--- config.mk ---
export PLATFORM = sky130hd
export DESIGN_NAME = pwm_access
export DESIGN_NICKNAME = d
export VERILOG_FILES = /design/src/pkg/pwm_access_pkg.sv /design/src/pkg/pwm_bank_if.sv /design/src/rtl/pwm_channel_bank.sv /design/src/rtl/pwm_access.sv
export VERILOG_INCLUDE_DIRS = /design/src /design/src/pkg
export SDC_FILE = /design/constraint.sdc
export NUM_CORES = 1
export LEC_CHECK = 0
export BUFFER_PORTS_ARGS = -buffer_cell sky130_fd_sc_hd__buf_4
export CAP_MARGIN = 20
export CORE_MARGIN = 2
export CORE_UTILIZATION = 56
export CTS_CLUSTER_SIZE = 28
export DETAILED_ROUTE_END_ITERATION = 12
export GPL_ROUTABILITY_DRIVEN = 0
export PLACE_DENSITY = 0.8
export SETUP_SLACK_MARGIN = 0.5
export SLEW_MARGIN = 20
export SYNTH_ARGS = -nofsm -noshare
export SYNTH_HDL_FRONTEND = slang
export SYNTH_SLANG_ARGS = --single-unit
--- constraint.sdc ---
create_clock -name i_clk -period 2.9 [get_ports i_clk]
set_input_delay 0.145 -clock i_clk [delete_from_list [all_inputs] [get_ports i_clk]]
set_output_delay 0.145 -clock i_clk [all_outputs]
set_load 0.02 [all_outputs]
--- src/pkg/pwm_access_cfg.svh ---
// Constants for the modulator control and local-register access block.
// Assumes inclusion by bare name from the package and the design files.
`ifndef PWM_ACCESS_CFG_SVH
`define PWM_ACCESS_CFG_SVH
`define PWM_CTRL_ADDR 4'h6
`define PWM_DATA_ADDR 4'h5
`define PWM_SYNC_ADDR 4'h7
`define PWM_CTRL_RESET 16'h0000
`define PWM_CTRL_WMASK 16'h11F3
`define PWM_MEN_BIT 12
`define PWM_UPD_BIT 8
`define PWM_SEL_HI 7
`define PWM_SEL_LO 4
`define PWM_REG_HI 1
`define PWM_REG_LO 0
`define PWM_LAST_CH 4'h9
`define PWM_NUM_CH 10
`define PWM_DUTY_RESET 16'h0000
`endif

--- src/pkg/pwm_access_pkg.sv ---
// Types shared by the modulator access block and its channel bank.
// Assumes the constants header is on the include path.
`default_nettype none
`include "pwm_access_cfg.svh"
package pwm_access_pkg;
   typedef enum logic [1:0] {
      LOCAL_DUTY,
      LOCAL_CONFIG,
      LOCAL_DELAY
   } local_sel_type;
   typedef logic [15:0] word_type;
endpackage
`default_nettype wire

--- src/pkg/pwm_bank_if.sv ---
// Signals between the access front end and the channel register bank.
// Assumes one clock domain shared by both ends.
`timescale 1ns/1ps
`default_nettype none
interface pwm_bank_if;
   import pwm_access_pkg::*;
   logic wr;
   logic [3:0] chan;
   local_sel_type sel;
   word_type wdata;
   word_type rdata;
   logic update;
   modport front (output wr, output chan, output sel, output wdata, output update,
      input rdata);
   modport bank (input wr, input chan, input sel, input wdata, input update,
      output rdata);
endinterface
`default_nettype wire

--- src/rtl/pwm_channel_bank.sv ---
// Per-channel local registers: duty holding stage, live duty, config, delay.
// Assumes the front end only presents channel numbers 0 to NUM_CH-1.
`timescale 1ns/1ps
`default_nettype none
`include "pwm_access_cfg.svh"
module pwm_channel_bank #(
   parameter int NUM_CH = `PWM_NUM_CH
) (
   // Clock and power-on reset
   input wire logic i_clk,
   input wire logic i_rstn,
   // Front end
   pwm_bank_if.bank bus,
   // Channel state
   output pwm_access_pkg::word_type o_duty_live [NUM_CH],
   output pwm_access_pkg::word_type o_config [NUM_CH],
   output pwm_access_pkg::word_type o_delay [NUM_CH]
);
   import pwm_access_pkg::*;
   word_type duty_hold [NUM_CH];
   word_type rd_duty, rd_cfg, rd_dly;
   assign rd_duty = duty_hold[bus.chan];
   assign rd_cfg = o_config[bus.chan];
   assign rd_dly = o_delay[bus.chan];

   assign bus.rdata = (bus.sel == LOCAL_DUTY) ? rd_duty :
      (bus.sel == LOCAL_CONFIG) ? rd_cfg : rd_dly;
   for (genvar c = 0; c < NUM_CH; c++) begin : g_ch
      wire hit = bus.wr && (bus.chan == 4'(c));
      always_ff @(posedge i_clk or negedge i_rstn) begin
         if (!i_rstn) begin
            duty_hold[c] <= `PWM_DUTY_RESET;
            o_duty_live[c] <= `PWM_DUTY_RESET;
            o_config[c] <= `PWM_DUTY_RESET;
            o_delay[c] <= `PWM_DUTY_RESET;
         end else begin
            if (hit && bus.sel == LOCAL_DUTY) duty_hold[c] <= bus.wdata;
            if (hit && bus.sel == LOCAL_CONFIG) o_config[c] <= bus.wdata;
            if (hit && bus.sel == LOCAL_DELAY) o_delay[c] <= bus.wdata;
            // Write and update together: the fresh value goes live at once
            if (bus.update) o_duty_live[c] <= hit && bus.sel == LOCAL_DUTY ?
               bus.wdata : duty_hold[c];
         end
      end
   end
   upd_holds_a: assert property (@(posedge i_clk) disable iff (!i_rstn)
      !bus.update |=> o_duty_live[0] == $past(o_duty_live[0]))
      else $error("live duty changed without update");
   upd_copies_a: assert property (@(posedge i_clk) disable iff (!i_rstn)
      bus.update && !bus.wr |=> o_duty_live[NUM_CH-1] == $past(duty_hold[NUM_CH-1]))
      else $error("update did not copy duty");
endmodule
`default_nettype wire

--- src/rtl/pwm_access.sv ---
// Control register and indirect local-register access for ten channels.
// Assumes a single-cycle register port from the core, and that i_rstn is
// the power-on reset alone; other resets must not reach it.
// Operation
// Control, data and sync registers clear only on power-on reset.
// Control bit 12 is a master enable; no channel runs while it is zero.
// Software sets the master enable only after writing the local registers.
// Writing one to control bit 8 moves all pending duties live in one cycle.
// A new duty waits in a holding stage until the update bit is set.
// The update bit clears itself after one core clock.
// Control bits 7:4 pick channel 0 to 9 for the data register.
// Each channel has duty, configuration and start-delay local registers.
// Every data register read or write advances the channel pointer by one.
// Pointer bits 1:0: 00 duty, 01 configuration, 1x start delay.
// Software writes zero to reserved control bits and leaves them alone.
// Data register accesses go to the local register the pointers select.
// Reserved control bits read as zero and ignore writes.
// The channel pointer wraps from 9 back to 0.
`timescale 1ns/1ps
`default_nettype none
`include "pwm_access_cfg.svh"
module pwm_access #(
   parameter int NUM_CH = `PWM_NUM_CH
) (
   // Clock and power-on reset
   input wire logic i_clk,
   input wire logic i_rstn,
   // Core register port
   input wire logic [3:0] i_addr,
   input wire logic i_wr,
   input wire logic i_rd,
   input wire pwm_access_pkg::word_type i_wdata,
   output pwm_access_pkg::word_type o_rdata,
   // Channel state
   output logic o_master_en,
   output logic [NUM_CH-1:0] o_chan_run,
   output pwm_access_pkg::word_type o_duty_live [NUM_CH],
   output pwm_access_pkg::word_type o_config [NUM_CH],
   output pwm_access_pkg::word_type o_delay [NUM_CH],
   output pwm_access_pkg::word_type o_sync
);
   import pwm_access_pkg::*;

   word_type ctrl;
   pwm_bank_if bank_bus ();

   function automatic local_sel_type decode_sel(input logic [1:0] code);
      return code[1] ? LOCAL_DELAY : (code[0] ? LOCAL_CONFIG : LOCAL_DUTY);
   endfunction

   wire ctrl_sel = (i_addr == `PWM_CTRL_ADDR);
   wire data_sel = (i_addr == `PWM_DATA_ADDR);
   wire sync_sel = (i_addr == `PWM_SYNC_ADDR);
   wire ctrl_wr = i_wr && ctrl_sel;
   wire data_wr = i_wr && data_sel;
   // A read of the window steps the pointer just as a write does
   wire data_acc = (i_wr || i_rd) && data_sel;
   wire sync_wr = i_wr && sync_sel;
   wire [3:0] chan_ptr = ctrl[`PWM_SEL_HI:`PWM_SEL_LO];
   wire [1:0] local_code = ctrl[`PWM_REG_HI:`PWM_REG_LO];
   // Out-of-range pointer written by software is mapped onto channel 0
   wire [3:0] chan_eff = (chan_ptr > `PWM_LAST_CH) ? 4'h0 : chan_ptr;
   wire [3:0] chan_next = (chan_eff == `PWM_LAST_CH) ? 4'h0 : chan_eff + 4'h1;
   // Only writable bits are kept; the rest stay zero
   wire [15:0] ctrl_written = i_wdata & `PWM_CTRL_WMASK;

   assign bank_bus.wr = data_wr;
   assign bank_bus.chan = chan_eff;
   assign bank_bus.sel = decode_sel(local_code);
   assign bank_bus.wdata = i_wdata;
   assign bank_bus.update = ctrl[`PWM_UPD_BIT];


   always_ff @(posedge i_clk or negedge i_rstn) begin
      if (!i_rstn) begin
         ctrl <= `PWM_CTRL_RESET;
      end else if (ctrl_wr) begin
         ctrl <= ctrl_written;
      end else begin
         ctrl[`PWM_UPD_BIT] <= 1'b0;
         if (data_acc) ctrl[`PWM_SEL_HI:`PWM_SEL_LO] <= chan_next;
      end
   end

   always_ff @(posedge i_clk or negedge i_rstn) begin
      if (!i_rstn) o_sync <= `PWM_CTRL_RESET;
      else if (sync_wr) o_sync <= i_wdata;
   end

   wire [15:0] next_rdata = ctrl_sel ? ctrl :
      data_sel ? bank_bus.rdata :
      sync_sel ? o_sync : 16'h0000;
   assign o_rdata = next_rdata;

   assign o_master_en = ctrl[`PWM_MEN_BIT];
   // Channel config may request run, but master enable gates every one
   for (genvar c = 0; c < NUM_CH; c++) begin : g_run
      assign o_chan_run[c] = o_master_en && o_config[c][`PWM_MEN_BIT];
      cfg_write_a: assert property (@(posedge i_clk) disable iff (!i_rstn)
         data_wr && chan_eff == 4'(c) && local_code == 2'b01
         |=> o_config[c] == $past(i_wdata))
         else $error("config write lost");
      // A write to one channel must leave every other channel alone
      cfg_other_a: assert property (@(posedge i_clk) disable iff (!i_rstn)
         data_wr && chan_eff != 4'(c)
         |=> o_config[c] == $past(o_config[c]) && o_delay[c] == $past(o_delay[c]))
         else $error("write reached a channel not selected");
   end

   pwm_channel_bank #(.NUM_CH(NUM_CH)) u_bank (
      .i_clk(i_clk),
      .i_rstn(i_rstn),
      .bus(bank_bus.bank),
      .o_duty_live(o_duty_live),
      .o_config(o_config),
      .o_delay(o_delay)
   );

   // Reset is the only way back to zero, so both are checked while it is held
   rst_clear_a: assert property (@(posedge i_clk)
      !i_rstn ##1 !i_rstn |-> ctrl == `PWM_CTRL_RESET && o_sync == `PWM_CTRL_RESET)
      else $error("control or sync not cleared by reset");
   rst_bank_a: assert property (@(posedge i_clk)
      !i_rstn ##1 !i_rstn |-> o_duty_live[0] == `PWM_DUTY_RESET
      && o_config[0] == `PWM_DUTY_RESET
      && o_delay[NUM_CH-1] == `PWM_DUTY_RESET)
      else $error("local registers not cleared by reset");
   ctrl_hold_a: assert property (@(posedge i_clk) disable iff (!i_rstn)
      !ctrl_wr && !data_acc && !ctrl[`PWM_UPD_BIT] |=> ctrl == $past(ctrl))
      else $error("control changed with no cause");
   sync_hold_a: assert property (@(posedge i_clk) disable iff (!i_rstn)
      !sync_wr |=> o_sync == $past(o_sync))
      else $error("sync register changed with no write");

   // Update strobe
   upd_clears_a: assert property (@(posedge i_clk) disable iff (!i_rstn)
      ctrl[`PWM_UPD_BIT] && !ctrl_wr |=> !ctrl[`PWM_UPD_BIT])
      else $error("update bit did not self clear");
   upd_sets_a: assert property (@(posedge i_clk) disable iff (!i_rstn)
      ctrl_wr && i_wdata[`PWM_UPD_BIT] |=> ctrl[`PWM_UPD_BIT] ##1 !ctrl[`PWM_UPD_BIT])
      else $error("update strobe not one cycle");
   upd_write_a: assert property (@(posedge i_clk) disable iff (!i_rstn)
      data_wr && ctrl[`PWM_UPD_BIT] && bank_bus.sel == LOCAL_DUTY
      |=> o_duty_live[$past(chan_eff)] == $past(i_wdata))
      else $error("duty written in update cycle not live");
   duty_wait_a: assert property (@(posedge i_clk) disable iff (!i_rstn)
      data_wr && !ctrl[`PWM_UPD_BIT] && bank_bus.sel == LOCAL_DUTY
      |=> o_duty_live[$past(chan_eff)] == $past(o_duty_live[chan_eff]))
      else $error("duty went live before update");

   // Master enable and control writes
   men_gates_a: assert property (@(posedge i_clk) disable iff (!i_rstn)
      !o_master_en |-> o_chan_run == '0)
      else $error("channel running without master enable");
   men_write_a: assert property (@(posedge i_clk) disable iff (!i_rstn)
      ctrl_wr |=> o_master_en == $past(i_wdata[`PWM_MEN_BIT]))
      else $error("master enable not taken from write");
   ctrl_write_a: assert property (@(posedge i_clk) disable iff (!i_rstn)
      ctrl_wr |=> ctrl == ($past(i_wdata) & `PWM_CTRL_WMASK))
      else $error("control write not masked");
   resv_zero_a: assert property (@(posedge i_clk) disable iff (!i_rstn)
      (ctrl & ~`PWM_CTRL_WMASK) == 16'h0000)
      else $error("reserved control bit set");
   rd_resv_a: assert property (@(posedge i_clk) disable iff (!i_rstn)
      ctrl_sel |-> (o_rdata & ~`PWM_CTRL_WMASK) == 16'h0000)
      else $error("reserved control bit read back");

   // Channel pointer
   ptr_step_a: assert property (@(posedge i_clk) disable iff (!i_rstn)
      data_acc && !ctrl_wr && chan_ptr < `PWM_LAST_CH |=> chan_ptr == $past(chan_ptr) + 4'h1)
      else $error("channel pointer did not advance");
   ptr_wrap_a: assert property (@(posedge i_clk) disable iff (!i_rstn)
      data_acc && !ctrl_wr && chan_ptr == `PWM_LAST_CH |=> chan_ptr == 4'h0)
      else $error("channel pointer did not wrap");
   ptr_oob_a: assert property (@(posedge i_clk) disable iff (!i_rstn)
      data_acc && !ctrl_wr && chan_ptr > `PWM_LAST_CH |=> chan_ptr == 4'h1)
      else $error("out of range pointer not taken as channel 0");
   ptr_hold_a: assert property (@(posedge i_clk) disable iff (!i_rstn)
      !data_acc && !ctrl_wr |=> chan_ptr == $past(chan_ptr))
      else $error("channel pointer moved without access");
   step_keeps_a: assert property (@(posedge i_clk) disable iff (!i_rstn)
      data_acc && !ctrl_wr
      |=> local_code == $past(local_code) && o_master_en == $past(o_master_en))
      else $error("pointer step disturbed other fields");

   // Local register routing
   sel_route_a: assert property (@(posedge i_clk) disable iff (!i_rstn)
      ctrl[`PWM_REG_HI] |-> bank_bus.sel == LOCAL_DELAY)
      else $error("start delay not selected");
   data_wr_a: assert property (@(posedge i_clk) disable iff (!i_rstn)
      data_wr && local_code == 2'b01 && chan_eff == 4'h0 |=> o_config[0] == $past(i_wdata))
      else $error("config write lost");
   dly_write_a: assert property (@(posedge i_clk) disable iff (!i_rstn)
      data_wr && local_code[1] |=> o_delay[$past(chan_eff)] == $past(i_wdata))
      else $error("start delay write lost");
   rd_config_a: assert property (@(posedge i_clk) disable iff (!i_rstn)
      data_sel && local_code == 2'b01 |-> o_rdata == o_config[chan_eff])
      else $error("config read misrouted");
   rd_delay_a: assert property (@(posedge i_clk) disable iff (!i_rstn)
      data_sel && local_code[1] |-> o_rdata == o_delay[chan_eff])
      else $error("start delay read misrouted");
   rd_no_write_a: assert property (@(posedge i_clk) disable iff (!i_rstn)
      i_rd && !i_wr && data_sel |=> o_config[$past(chan_eff)] == $past(o_config[chan_eff]))
      else $error("window read changed a local register");

   cv_update_c: cover property (@(posedge i_clk) disable iff (!i_rstn)
      ctrl_wr && i_wdata[`PWM_UPD_BIT]);
   cv_wrap_c: cover property (@(posedge i_clk) disable iff (!i_rstn)
      data_acc && chan_ptr == `PWM_LAST_CH);
   cv_enable_c: cover property (@(posedge i_clk) disable iff (!i_rstn) o_chan_run != '0);
   cv_oob_c: cover property (@(posedge i_clk) disable iff (!i_rstn)
      data_acc && chan_ptr > `PWM_LAST_CH);
   cv_live_write_c: cover property (@(posedge i_clk) disable iff (!i_rstn)
      data_wr && ctrl[`PWM_UPD_BIT]);
endmodule
`default_nettype wire

# [After elaboration in Yosys (flattened, before gate mapping)]
# Index checks and enable logic that the tools add are counted.
# Widths: inputs -> output; s select.
[classes] add_sub_neg=1 mul=0 n_div=0 order_cmp=2 n_eq_ne=14 n_shift=0 mux=30 n_bitwise=1 reduce_logical=58
[op_table] cell="$mux 16" n=21
[op_table] cell="$bmux 16 s4" n=3
[op_table] cell="$logic_and 1x1->1" n=54
[op_table] cell="$eq 4x3->1 const B" n=7
[op_table] cell="$mux 4" n=3
[op_table] cell="$eq 4x2->1 const B" n=2
[op_table] cell="$eq 4x4->1 const B" n=2
[op_table] cell="$ge 5x5->1 const B" n=1
[op_table] cell="$mux 5" n=1
[op_table] cell="$not 4->5" n=1
[op_table] cell="$add 4x1->4 const B" n=1
[op_table] cell="$eq 4x1->1 const B" n=1
[op_table] cell="$gt 4x4->1 const B" n=1
[op_table] cell="$logic_not 4->1" n=1
[op_table] cell="$eq 2x1->1 const B" n=1
[op_table] cell="$eq 2x2->1 const B" n=1
[op_table] cell="$logic_not 2->1" n=1
[op_table] cell="$mux 2" n=1
[op_table] cell="$reduce_bool 2->1" n=1
[op_table] cell="$logic_or 1x1->1" n=1
[op_table] cell="$mux 1" n=1
[word_totals] ff_bits=664 latch_bits=0 ramBits=0 romBits=0 inputBits=24 output_inout_bits=523 wordCells=150 memories=0

# [Longest topological paths before layout]
# Gate-level depths: netlist of the first run.
[logic_depth] word_depth=10 ltp_mapped=10 ltp_nobuf=6

# [By module]
# Synthesis of the first run repeated with hierarchy kept, for this count alone.
[unflattened] cells_unflattened=2015 area_unflattened_um2=29479.5
[modules_own_cells] module="pwm_channel_bank" instances=1 cells_per_inst=1871 area_per_inst_um2=28028.1 seq_area_each_um2=16015.4
[modules_own_cells] module="pwm_access" instances=1 cells_per_inst=144 area_per_inst_um2=1451.4 seq_area_each_um2=600.6

# [Least setup slack after synthesis of the first run]
# OpenSTA, ideal clock, no wires.
[synth_path] kind="reg2out" from="reg ctrl[5]" to="out o_rdata[12]" t_arrival_ns=2.402 path_slack_ns=0.353 stages_incl_launch_ff=9 path_buffers=3 cell_sequence="dfrtp_1 buf_2 buf_2 nor3b_1 clkbuf_1 a222oi_1 a211oi_1 o22ai_1 o31ai_1"
[synth_between] elab_chain_len=10 word_cells_on_any_way=16 cone_classes="order compare (1); mux (14); bitwise (1)"
[synth_lines] item="start, declared" line="pwm_access.sv:44" rtl="word_type ctrl;"
[synth_lines] item="start signal, assigned" line="pwm_access.sv:76" rtl="ctrl <= `PWM_CTRL_RESET;"
[synth_lines] item="start signal, assigned" line="pwm_access.sv:78" rtl="ctrl <= ctrl_written;"
[synth_lines] item="start signal, assigned by index" line="pwm_access.sv:81" rtl="if (data_acc) ctrl[`PWM_SEL_HI:`PWM_SEL_LO] <= chan_next;"
[synth_lines] item="$gt 4x4->1 (no line)"
[synth_lines] item="$mux 4 (*)" line="pwm_access.sv:62" rtl="wire [3:0] chan_eff = (chan_ptr > `PWM_LAST_CH) ? 4'h0 : chan_ptr;"
[synth_lines] item="$not 4->5 (implied by the code) (*)" line="pwm_channel_bank.sv:22, pwm_channel_bank.sv:23, pwm_channel_bank.sv:24"
[synth_lines] item="$bmux 16 s4 (on tied branches)" line="pwm_channel_bank.sv:24, pwm_channel_bank.sv:23"
[synth_lines] item="$mux 16 (on tied branches) (2 in a row)" line="pwm_channel_bank.sv:24, pwm_channel_bank.sv:23"
[synth_lines] item="$mux 16" line="pwm_channel_bank.sv:27" rtl="(bus.sel == LOCAL_CONFIG) ? rd_cfg : rd_dly;"
[synth_lines] item="$mux 16 (*)" line="pwm_channel_bank.sv:26" rtl="assign bus.rdata = (bus.sel == LOCAL_DUTY) ? rd_duty :"
[synth_lines] item="$mux 16 (*)" line="pwm_access.sv:91" rtl="data_sel ? bank_bus.rdata :"
[synth_lines] item="$mux 16 (*)" line="pwm_access.sv:90" rtl="wire [15:0] next_rdata = ctrl_sel ? ctrl :"
[synth_lines] item="end, declared" line="pwm_access.sv:33" rtl="output pwm_access_pkg::word_type o_rdata,"
# Every way passes the cells marked *; elsewhere a longest branch is shown, timed or not. The select of a mux whose other input is x is not followed.

# [Final worst setup path of the first run]
[layout_path] from="reg ctrl[5]" to="out o_rdata[6]"
# The elaborated chain is that of the path after synthesis.

==> results.sh, run 1 <==
export IMPL_layout_worst_path_cycle_share_pct=111
export IMPL_coreArea_um2=52400
export IMPL_period_minus_slack_ns=3.22
export IMPL_synth_edff_count=0
export IMPL_cellLeakagePower_nw=20.4
export IMPL_clk_pin_slew_ns=0.06
export IMPL_die_area_um2=54800
export IMPL_synth_nets=2210
export IMPL_floorplan_rows=84
export IMPL_timing_max_transition_violations_final=0
export IMPL_number_of_antenna_violating_nets_in_the_routed_design=0
export IMPL_crit_path_class="flip-flop to output pin"
export IMPL_critPathCaptureType="output pin"
export IMPL_drt_iter0_drc=3261
export IMPL_dp_cells=3378
export IMPL_clock_skew_ns=0.0265
export IMPL_dieHeight_um=234
export IMPL_ir_worst_vdd_uv=502
export IMPL_synth_top_cell_by_area="sky130_fd_sc_hd__dfrtp_1"
export IMPL_max_freq_mhz=311
export IMPL_timing_hold_violations_final=0
export IMPL_clk_latency_worst_skew_pair_ns=0.63
export IMPL_grt_pass1_wl_um=171000
export IMPL_crit_top_cell="sky130_fd_sc_hd__buf_4"
export IMPL_start_util_pct=56.5
export IMPL_grt_pass1_vias=24511
export IMPL_drive_gt1_share_pct=59.8
export IMPL_detail_placement_hpwl_um=79700
export IMPL_post_synth_mux_area_share_pct=29.2
export IMPL_unrepaired_setup_endpoints_after_global_routing="true"
export IMPL_cp_arrival_ns=3.08
export IMPL_cap_viol_max_count=0
export IMPL_synth_warning_count=0
export IMPL_routed_wire_length_per_instance_um=34.0
export IMPL_share_of_the_synthesized_area_in_the_top_cell_type_pct=56.0
export IMPL_layout_nets=2886
export IMPL_grt_start_max_net_pins=94
export IMPL_htree_levels=3
export IMPL_failed_checks="setup timing"
export IMPL_detailedPlace_worstSlack_ns=-0.0420
export IMPL_area_delta_synth_final_pct=36.3
export IMPL_routed_wirelength_um=122000
export IMPL_cts_tree="built"
export IMPL_timing_critical_path_fanout_max=8
export IMPL_critical_path_slowest_cell="sky130_fd_sc_hd__dfrtp_4"
export IMPL_drt_drc_violations_left=0
export IMPL_synth_compound_area_share_pct=7.88
export IMPL_ys_async_sr_fraction_pct=100
export IMPL_synth_area_top_cells="sky130_fd_sc_hd__dfrtp_1 (56%), sky130_fd_sc_hd__mux2_2 (26%), sky130_fd_sc_hd__mux2i_1 (1.6%)"
export IMPL_final_cells=3601
export IMPL_ios=547
export IMPL_ctsLongestPathBuffers=3
export IMPL_die_width_um=234
export IMPL_syn_avg_cell_area_um2=13.6
export IMPL_drt_pass1_iter_count=7
export IMPL_required_ns=2.76
export IMPL_final_setup_viol_count=16
export IMPL_ys_types=64
export IMPL_register_bit_count_reported_by_yosys=664
export IMPL_port_buffers=546
export IMPL_worstPathCellList="buf_4, buf_4, nor2b_4, buf_12, a221o_1, a221o_1, nand4_1, o211ai_1, buf_4"
export IMPL_crit_path_max_incr_delay_ns=0.55
export IMPL_synth_ff_type="sky130_fd_sc_hd__dfrtp_1"
export IMPL_synth_seq_area_share_pct=56.0
export IMPL_synth_simple_area_share_pct=4.05
export IMPL_slew_headroom_pct=35.4
export IMPL_setup_worst_path_start_class="flip-flop"
export IMPL_yosys_area_share_xor_xnor_pct=0
export IMPL_cts_made_buffers=69
export IMPL_final_setup_worst_slack_ns=-0.321
export IMPL_grt_antenna_before_repair=4
export IMPL_min_path_type="primary input to flip-flop"
export IMPL_synth_cell_area_um2=29700
export IMPL_synthesis_instances=2186
export IMPL_combinational_family_with_the_most_area_after_synthesis="multiplexers"
export IMPL_outcome="complete, but fails checks"
export IMPL_worst_max_slew_pin_slew_ns=0.966
export IMPL_cts_root_buf="sky130_fd_sc_hd__clkbuf_16"
export IMPL_cts_sinks=664
export IMPL_grt_remaining_overflow=0
export IMPL_post_synth_fa_ha_maj_area_fraction_pct=0
export IMPL_via_per_inst=6.81
export IMPL_vias=24506
export IMPL_grt_total_usage_pct=43.7
export IMPL_power_density_nw_per_um2=719
cell usage after synthesis, types with 4 or more instances:
master and number:
sky130_fd_sc_hd__buf_1 15, sky130_fd_sc_hd__o211ai_1 15, sky130_fd_sc_hd__a222oi_1 9, sky130_fd_sc_hd__and3_1 6
sky130_fd_sc_hd__a22oi_1 11, sky130_fd_sc_hd__nand2_1 83, sky130_fd_sc_hd__o22ai_1 24, sky130_fd_sc_hd__o31ai_1 6
sky130_fd_sc_hd__nand4_1 4, sky130_fd_sc_hd__a211oi_1 11, sky130_fd_sc_hd__mux2_2 674, sky130_fd_sc_hd__o2bb2ai_1 6
sky130_fd_sc_hd__mux4_2 15, sky130_fd_sc_hd__nor2b_1 10, sky130_fd_sc_hd__and2_1 15, sky130_fd_sc_hd__a221oi_1 42
sky130_fd_sc_hd__o221ai_1 19, sky130_fd_sc_hd__dfrtp_1 664, sky130_fd_sc_hd__o21ai_0 66, sky130_fd_sc_hd__a21oi_1 64
sky130_fd_sc_hd__clkbuf_1 111, sky130_fd_sc_hd__a31oi_1 10, sky130_fd_sc_hd__buf_4 8, sky130_fd_sc_hd__mux2i_1 48
sky130_fd_sc_hd__inv_1 19, sky130_fd_sc_hd__nand3_1 13, sky130_fd_sc_hd__nor2_2 7, sky130_fd_sc_hd__a221o_1 27
sky130_fd_sc_hd__nor2_1 50, sky130_fd_sc_hd__nor3_4 7, sky130_fd_sc_hd__mux2_1 21, sky130_fd_sc_hd__nand2b_1 7
sky130_fd_sc_hd__buf_2 50
report_power, final:
part / total, mW / switching [mW] / internal [mW]
logic: 8.82 / 5.19 / 3.63
registers: 10.7 / 0.751 / 9.90
clock network: 9.58 / 3.74 / 5.84
sequential cells by signal (all words and copies together), names as in the netlist:
name                cells
u_bank.o_delay        160
u_bank.duty_hold      160
o_sync                 16
u_bank.o_duty_live    160
ctrl                    8
u_bank.o_config       160
metal layers:
metal | GRT usage, % | wire length [um] | share of wire, % | vias up
met1 | 55.1 | 43500 | 36 | 12414
li1 | - | - | - | 9431
met3 | 14.5 | 15500 | 13 | 626
met2 | 63.3 | 53000 | 43 | 2029
met5 | 0 | 41 | 0.033 | -
met4 | 31.2 | 10400 | 8.5 | 6
through the flow:
stage | TNS [ns] | utilization, % | total power [mW] | hold slack (ns) | area (um2)
global placement | 0 | 67.5 | 17.1 | 0.225 | 35400
CTS | -2.15 | 75.4 | 28.2 | 0.0164 | 39600
global route | -4.33 | 77.1 | 29.6 | 0.0713 | 40400
floorplan | 0 | - | 13.9 | -0.151 | 29700
finish | -4.00 | 77.1 | 29.1 | 0.0327 | 40400
detailed placement | -0.0420 | 67.5 | 17.2 | 0.236 | 35400
worst max-delay path, delay by kind of cell (launching register included):
kind,cells,cell delay [ns]
AND/OR/NAND/NOR,2,0.39
flip-flops,1,0.55
buffers and inverters,4,0.70
AO/OA/AOI/OAI,3,0.83
cells in the final DEF (no fill, tap or decap), types with 27 or more instances in the layout:
cell type                   count
sky130_fd_sc_hd__buf_6         34
sky130_fd_sc_hd__mux2_2       588
sky130_fd_sc_hd__buf_12        46
sky130_fd_sc_hd__o21ai_0       51
sky130_fd_sc_hd__dfrtp_1      659
sky130_fd_sc_hd__nand2_1       74
sky130_fd_sc_hd__nor2_1        43
sky130_fd_sc_hd__a221o_1       27
sky130_fd_sc_hd__buf_4        675
sky130_fd_sc_hd__a21oi_1       46
sky130_fd_sc_hd__mux2_4        98
sky130_fd_sc_hd__mux2i_1       47
sky130_fd_sc_hd__clkbuf_16     75
final cells by class:
cell class / instances / area (um2)
Inverter: 19 / 75.1
Sequential cell: 664 / 16600
Clock buffer: 104 / 2120
Timing Repair Buffer: 787 / 7070
Fill cell: 3108 / 12000
Clock inverter: 16 / 308
Antenna cell: 2 / 5.00
Multi-Input combinational cell: 1321 / 13400
Tap cell: 688 / 861
what timing repair did:
action                     in CTS  in global routing
setup buffers                  60                 18
gates resized for setup       178                165
setup endpoints to repair     339                291
hold endpoints to repair       79                  0
gates cloned                   15                  2
hold buffers                    6                  0
pin swaps                      69                 42
path summary, 6_finish.rpt:
kind	startpoint	to	slack [ns]	cells past startpoint
worst max-delay path	ctrl[5]	o_rdata[6]	-0.32	9
worst min register to register	u_bank.o_duty_live[122]	u_bank.o_duty_live[122]	0.51	1
worst min-delay path	i_wdata[7]	u_bank.o_config[151]	0.03	3
max in group asynchronous	i_rstn	u_bank.o_delay[155]	1.66	3
worst max register to register	ctrl[5]	u_bank.o_duty_live[89]	0.20	11
min in group asynchronous	i_rstn	u_bank.o_duty_live[103]	0.16	2
kinds of logic (layout without fill, tap and decap cells):
logic type | Yosys count | count (layout)
other cells | 0 | 2
buf+inv | 203 | 926
mux | 758 | 758
flops | 664 | 664
simple gates | 228 | 230
compound gates | 333 | 333
Power figures use the tool's default switching activity.
==> inputs of run 2 (changes only) <==
Settings changed: ABC_AREA set to 1, CELL_PAD_IN_SITES_DETAIL_PLACEMENT set to 0, CELL_PAD_IN_SITES_GLOBAL_PLACEMENT set to 1, CORE_UTILIZATION 56 to 42, PLACE_DENSITY 0.8 to unset, PLACE_DENSITY_LB_ADDON set to 0.1.
==> results.sh, run 2 <==
export IMPL_timing_critical_path_fanout_max=9
export IMPL_critical_path_slowest_cell="sky130_fd_sc_hd__dfrtp_2"
export IMPL_cts_sinks=664
export IMPL_outcome="complete, but fails checks"
export IMPL_critPathCaptureType="output pin"
export IMPL_syn_avg_cell_area_um2=9.14
export IMPL_number_of_antenna_violating_nets_in_the_routed_design=0
export IMPL_worstReg2RegStart="ctrl[5]"
export IMPL_dp_cells=4479
export IMPL_cts_made_buffers=73
export IMPL_max_freq_mhz=325
export IMPL_timing_hold_worst_endpoint="u_bank.o_delay[13]"
export IMPL_drt_drc_violations_left=0
export IMPL_cts_root_buf="sky130_fd_sc_hd__clkbuf_16"
export IMPL_synth_warning_count=0
export IMPL_whs_path_depth=4
export IMPL_synth_ff_type="sky130_fd_sc_hd__dfrtp_1"
export IMPL_final_setup_worst_slack_ns=-0.180
export IMPL_detail_placement_hpwl_um=88500
export IMPL_htree_levels=3
export IMPL_period_minus_slack_ns=3.08
export IMPL_cellLeakagePower_nw=19.8
export IMPL_layout_nets=3771
export IMPL_crit_path_max_incr_delay_ns=0.47
export IMPL_r2r_slack_ns=0.42
export IMPL_share_of_the_synthesized_area_in_the_top_cell_type_pct=57.6
export IMPL_timing_critical_path_buf_inv=5
export IMPL_crit_path_class="flip-flop to output pin"
export IMPL_synth_nets=3181
export IMPL_required_ns=2.76
export IMPL_dieHeight_um=266
export IMPL_drt_pass1_iter_count=6
export IMPL_area_delta_synth_final_pct=37.8
export IMPL_synth_cell_area_um2=28800
export IMPL_setup_worst_path_start_class="flip-flop"
export IMPL_grt_start_max_net_pins=76
export IMPL_cap_viol_max_count=0
export IMPL_final_cells=4681
export IMPL_ctsLongestPathBuffers=3
export IMPL_power_density_nw_per_um2=793
export IMPL_synth_edff_count=0
export IMPL_routed_wire_length_per_instance_um=28.1
export IMPL_timing_max_transition_violations_final=0
export IMPL_synth_top_cell_by_area="sky130_fd_sc_hd__dfrtp_1"
export IMPL_start_util_pct=42.2
export IMPL_final_common_cell="sky130_fd_sc_hd__nand2_1"
export IMPL_final_setup_viol_count=16
export IMPL_coreArea_um2=68300
export IMPL_ys_types=40
export IMPL_grt_remaining_overflow=0
export IMPL_drt_iter0_drc=3013
export IMPL_grt_pass1_vias=25705
export IMPL_synth_seq_area_share_pct=57.6
export IMPL_post_synth_top_cells="sky130_fd_sc_hd__nand2_1 (907), sky130_fd_sc_hd__dfrtp_1 (664), sky130_fd_sc_hd__o21ai_0 (384)"
export IMPL_ff_to_ff_end="u_bank.o_duty_live[92]"
export IMPL_timing_hold_violations_final=0
export IMPL_register_bit_count_reported_by_yosys=664
export IMPL_port_buffers=546
export IMPL_min_path_type="primary input to flip-flop"
export IMPL_cp_arrival_ns=2.94
export IMPL_unrepaired_setup_endpoints_after_global_routing="true"
export IMPL_ir_worst_vdd_uv=448
export IMPL_synth_most_common_cell="sky130_fd_sc_hd__nand2_1"
export IMPL_final_cell_mix="sky130_fd_sc_hd__nand2_1 (812), sky130_fd_sc_hd__dfrtp_1 (660), sky130_fd_sc_hd__buf_4 (656)"
export IMPL_worstPathCellList="o21ai_4, buf_6, o21ai_4, inv_2, buf_12, buf_12, or2_4, nand4_1, nand3_2, nand2_1, nand2_1, nand3_2, nand2_2, buf_6"
export IMPL_drive_gt1_share_pct=35.0
export IMPL_clock_skew_ns=0.0234
export IMPL_num_antenna_cells=0
export IMPL_failed_checks="setup timing"
export IMPL_via_per_inst=5.76
export IMPL_cts_tree="built"
export IMPL_grt_pass1_wl_um=184000
export IMPL_die_width_um=266
export IMPL_postLayoutCoreUtil_pct=58.2
export IMPL_synthesis_instances=3157
export IMPL_worstRegToRegCells=13
export IMPL_grt_total_usage_pct=36.0
export IMPL_synth_area_top_cells="sky130_fd_sc_hd__dfrtp_1 (58%), sky130_fd_sc_hd__nand2_1 (12%), sky130_fd_sc_hd__o21ai_0 (6.7%)"
export IMPL_slew_headroom_pct=24.4
export IMPL_ios=547
export IMPL_floorplan_rows=96
export IMPL_crit_family="simple AND/OR/NAND/NOR gates"
export IMPL_clk_pin_slew_ns=0.06
export IMPL_layout_worst_path_cycle_share_pct=106
export IMPL_die_area_um2=70800
export IMPL_worst_max_slew_pin_slew_ns=1.13
export IMPL_min_from="i_wdata[13]"
export IMPL_vias=26942
export IMPL_routed_wirelength_um=131000
export IMPL_clk_latency_worst_skew_pair_ns=0.62
export IMPL_ys_async_sr_fraction_pct=100
export IMPL_grt_antenna_before_repair=1
## run 2: cell count changes in the layout (fill, tap and decap cells not counted), sizes merged, moves of 24 or more
cell	delta
nand4	+71
or2	+44
mux2	-535
o21ai	+464
mux2i	-48
a221oi	-42
buf	-26
inv	+112
a221o	-24
nor2	+69
nand2	+824
nand3	+107
## run 2: routing by layer
| layer | global-route usage, % | vias to the layer above | wire length [um] |
|---|---|---|---|
| li1 | - | 11693 | - |
| met1 | 46.8 | 13404 | 50600 |
| met2 | 57.1 | 1544 | 61300 |
| met3 | 5.45 | 299 | 11000 |
| met4 | 21.5 | 2 | 8420 |
| met5 | 0 | - | 11 |
## run 2: how the worst max path moves through the flow
| stage | to | from | slack, ns | depth (start not counted) |
|---|---|---|---|---|
| after floorplan | o_rdata[3] | ctrl[5] | 0.87 | 11 |
| after global placement | u_bank.o_duty_live[64] | ctrl[6] | 0.23 | 10 |
| after detailed placement | u_bank.o_duty_live[64] | ctrl[6] | 0.23 | 10 |
| after CTS | o_rdata[9] | ctrl[5] | -0.14 | 13 |
| after global routing | o_rdata[7] | ctrl[6] | -0.25 | 16 |
| final | o_rdata[9] | ctrl[6] | -0.18 | 14 |
## run 2: cell families (layout without fill, tap and decap cells)
kind of cell	after synthesis	after routing	synth area share [%]
AOI/OAI and AO/OA	663	663	12.2
buffers and inverters	384	1026	5.25
DFF	664	664	57.6
muxes	160	160	6.25
and+or+nand+nor	1286	1286	18.7
## run 2: layout make-up
type | count | area (um2)
multi-input cells | 2109 | 11900
repair buffers | 765 | 7030
clock inverters | 24 | 319
inverters | 134 | 528
fillers | 5977 | 28600
clock buffers | 103 | 2220
well taps | 882 | 1100
flip-flops and latches | 664 | 16600
## run 2: tightest hold or removal path, stage by stage
cell and delay [ns]:
sky130_fd_sc_hd__buf_4 0.08, sky130_fd_sc_hd__inv_1 0.04, sky130_fd_sc_hd__buf_4 0.21, sky130_fd_sc_hd__o21ai_0 0.17
## run 2: where the power goes
group | internal, mW | switching, mW | leakage, nW
clock network | 5.96 | 3.91 | 1.25
registers | 9.98 | 0.721 | 9.17
logic | 4.12 | 6.83 | 9.41
## run 2: metrics by stage
stage          setup TNS [ns]  setup slack (ns)  area [um2]  hold WS, ns  total power [mW]
2_1_floorplan               0             0.869       28800       -0.151              14.6
3_3_place_gp                0             0.230       34500        0.222              18.7
4_1_cts                 -1.59            -0.144       38500       0.0482              30.4
6_report                -2.02            -0.180       39800       0.0789              31.5
3_5_place_dp                0             0.228       34500        0.208              18.8
5_1_grt                 -3.26            -0.254       39800        0.109              32.4
## run 2: timing repair
item / in CTS / in global routing
hold buffers: 2 / 0
gates resized for setup: 175 / 211
pin swaps: 35 / 65
setup buffers: 30 / 16
endpoints found under the hold margin: 52 / 0
gates cloned: 12 / 15
setup endpoints to repair: 93 / 120
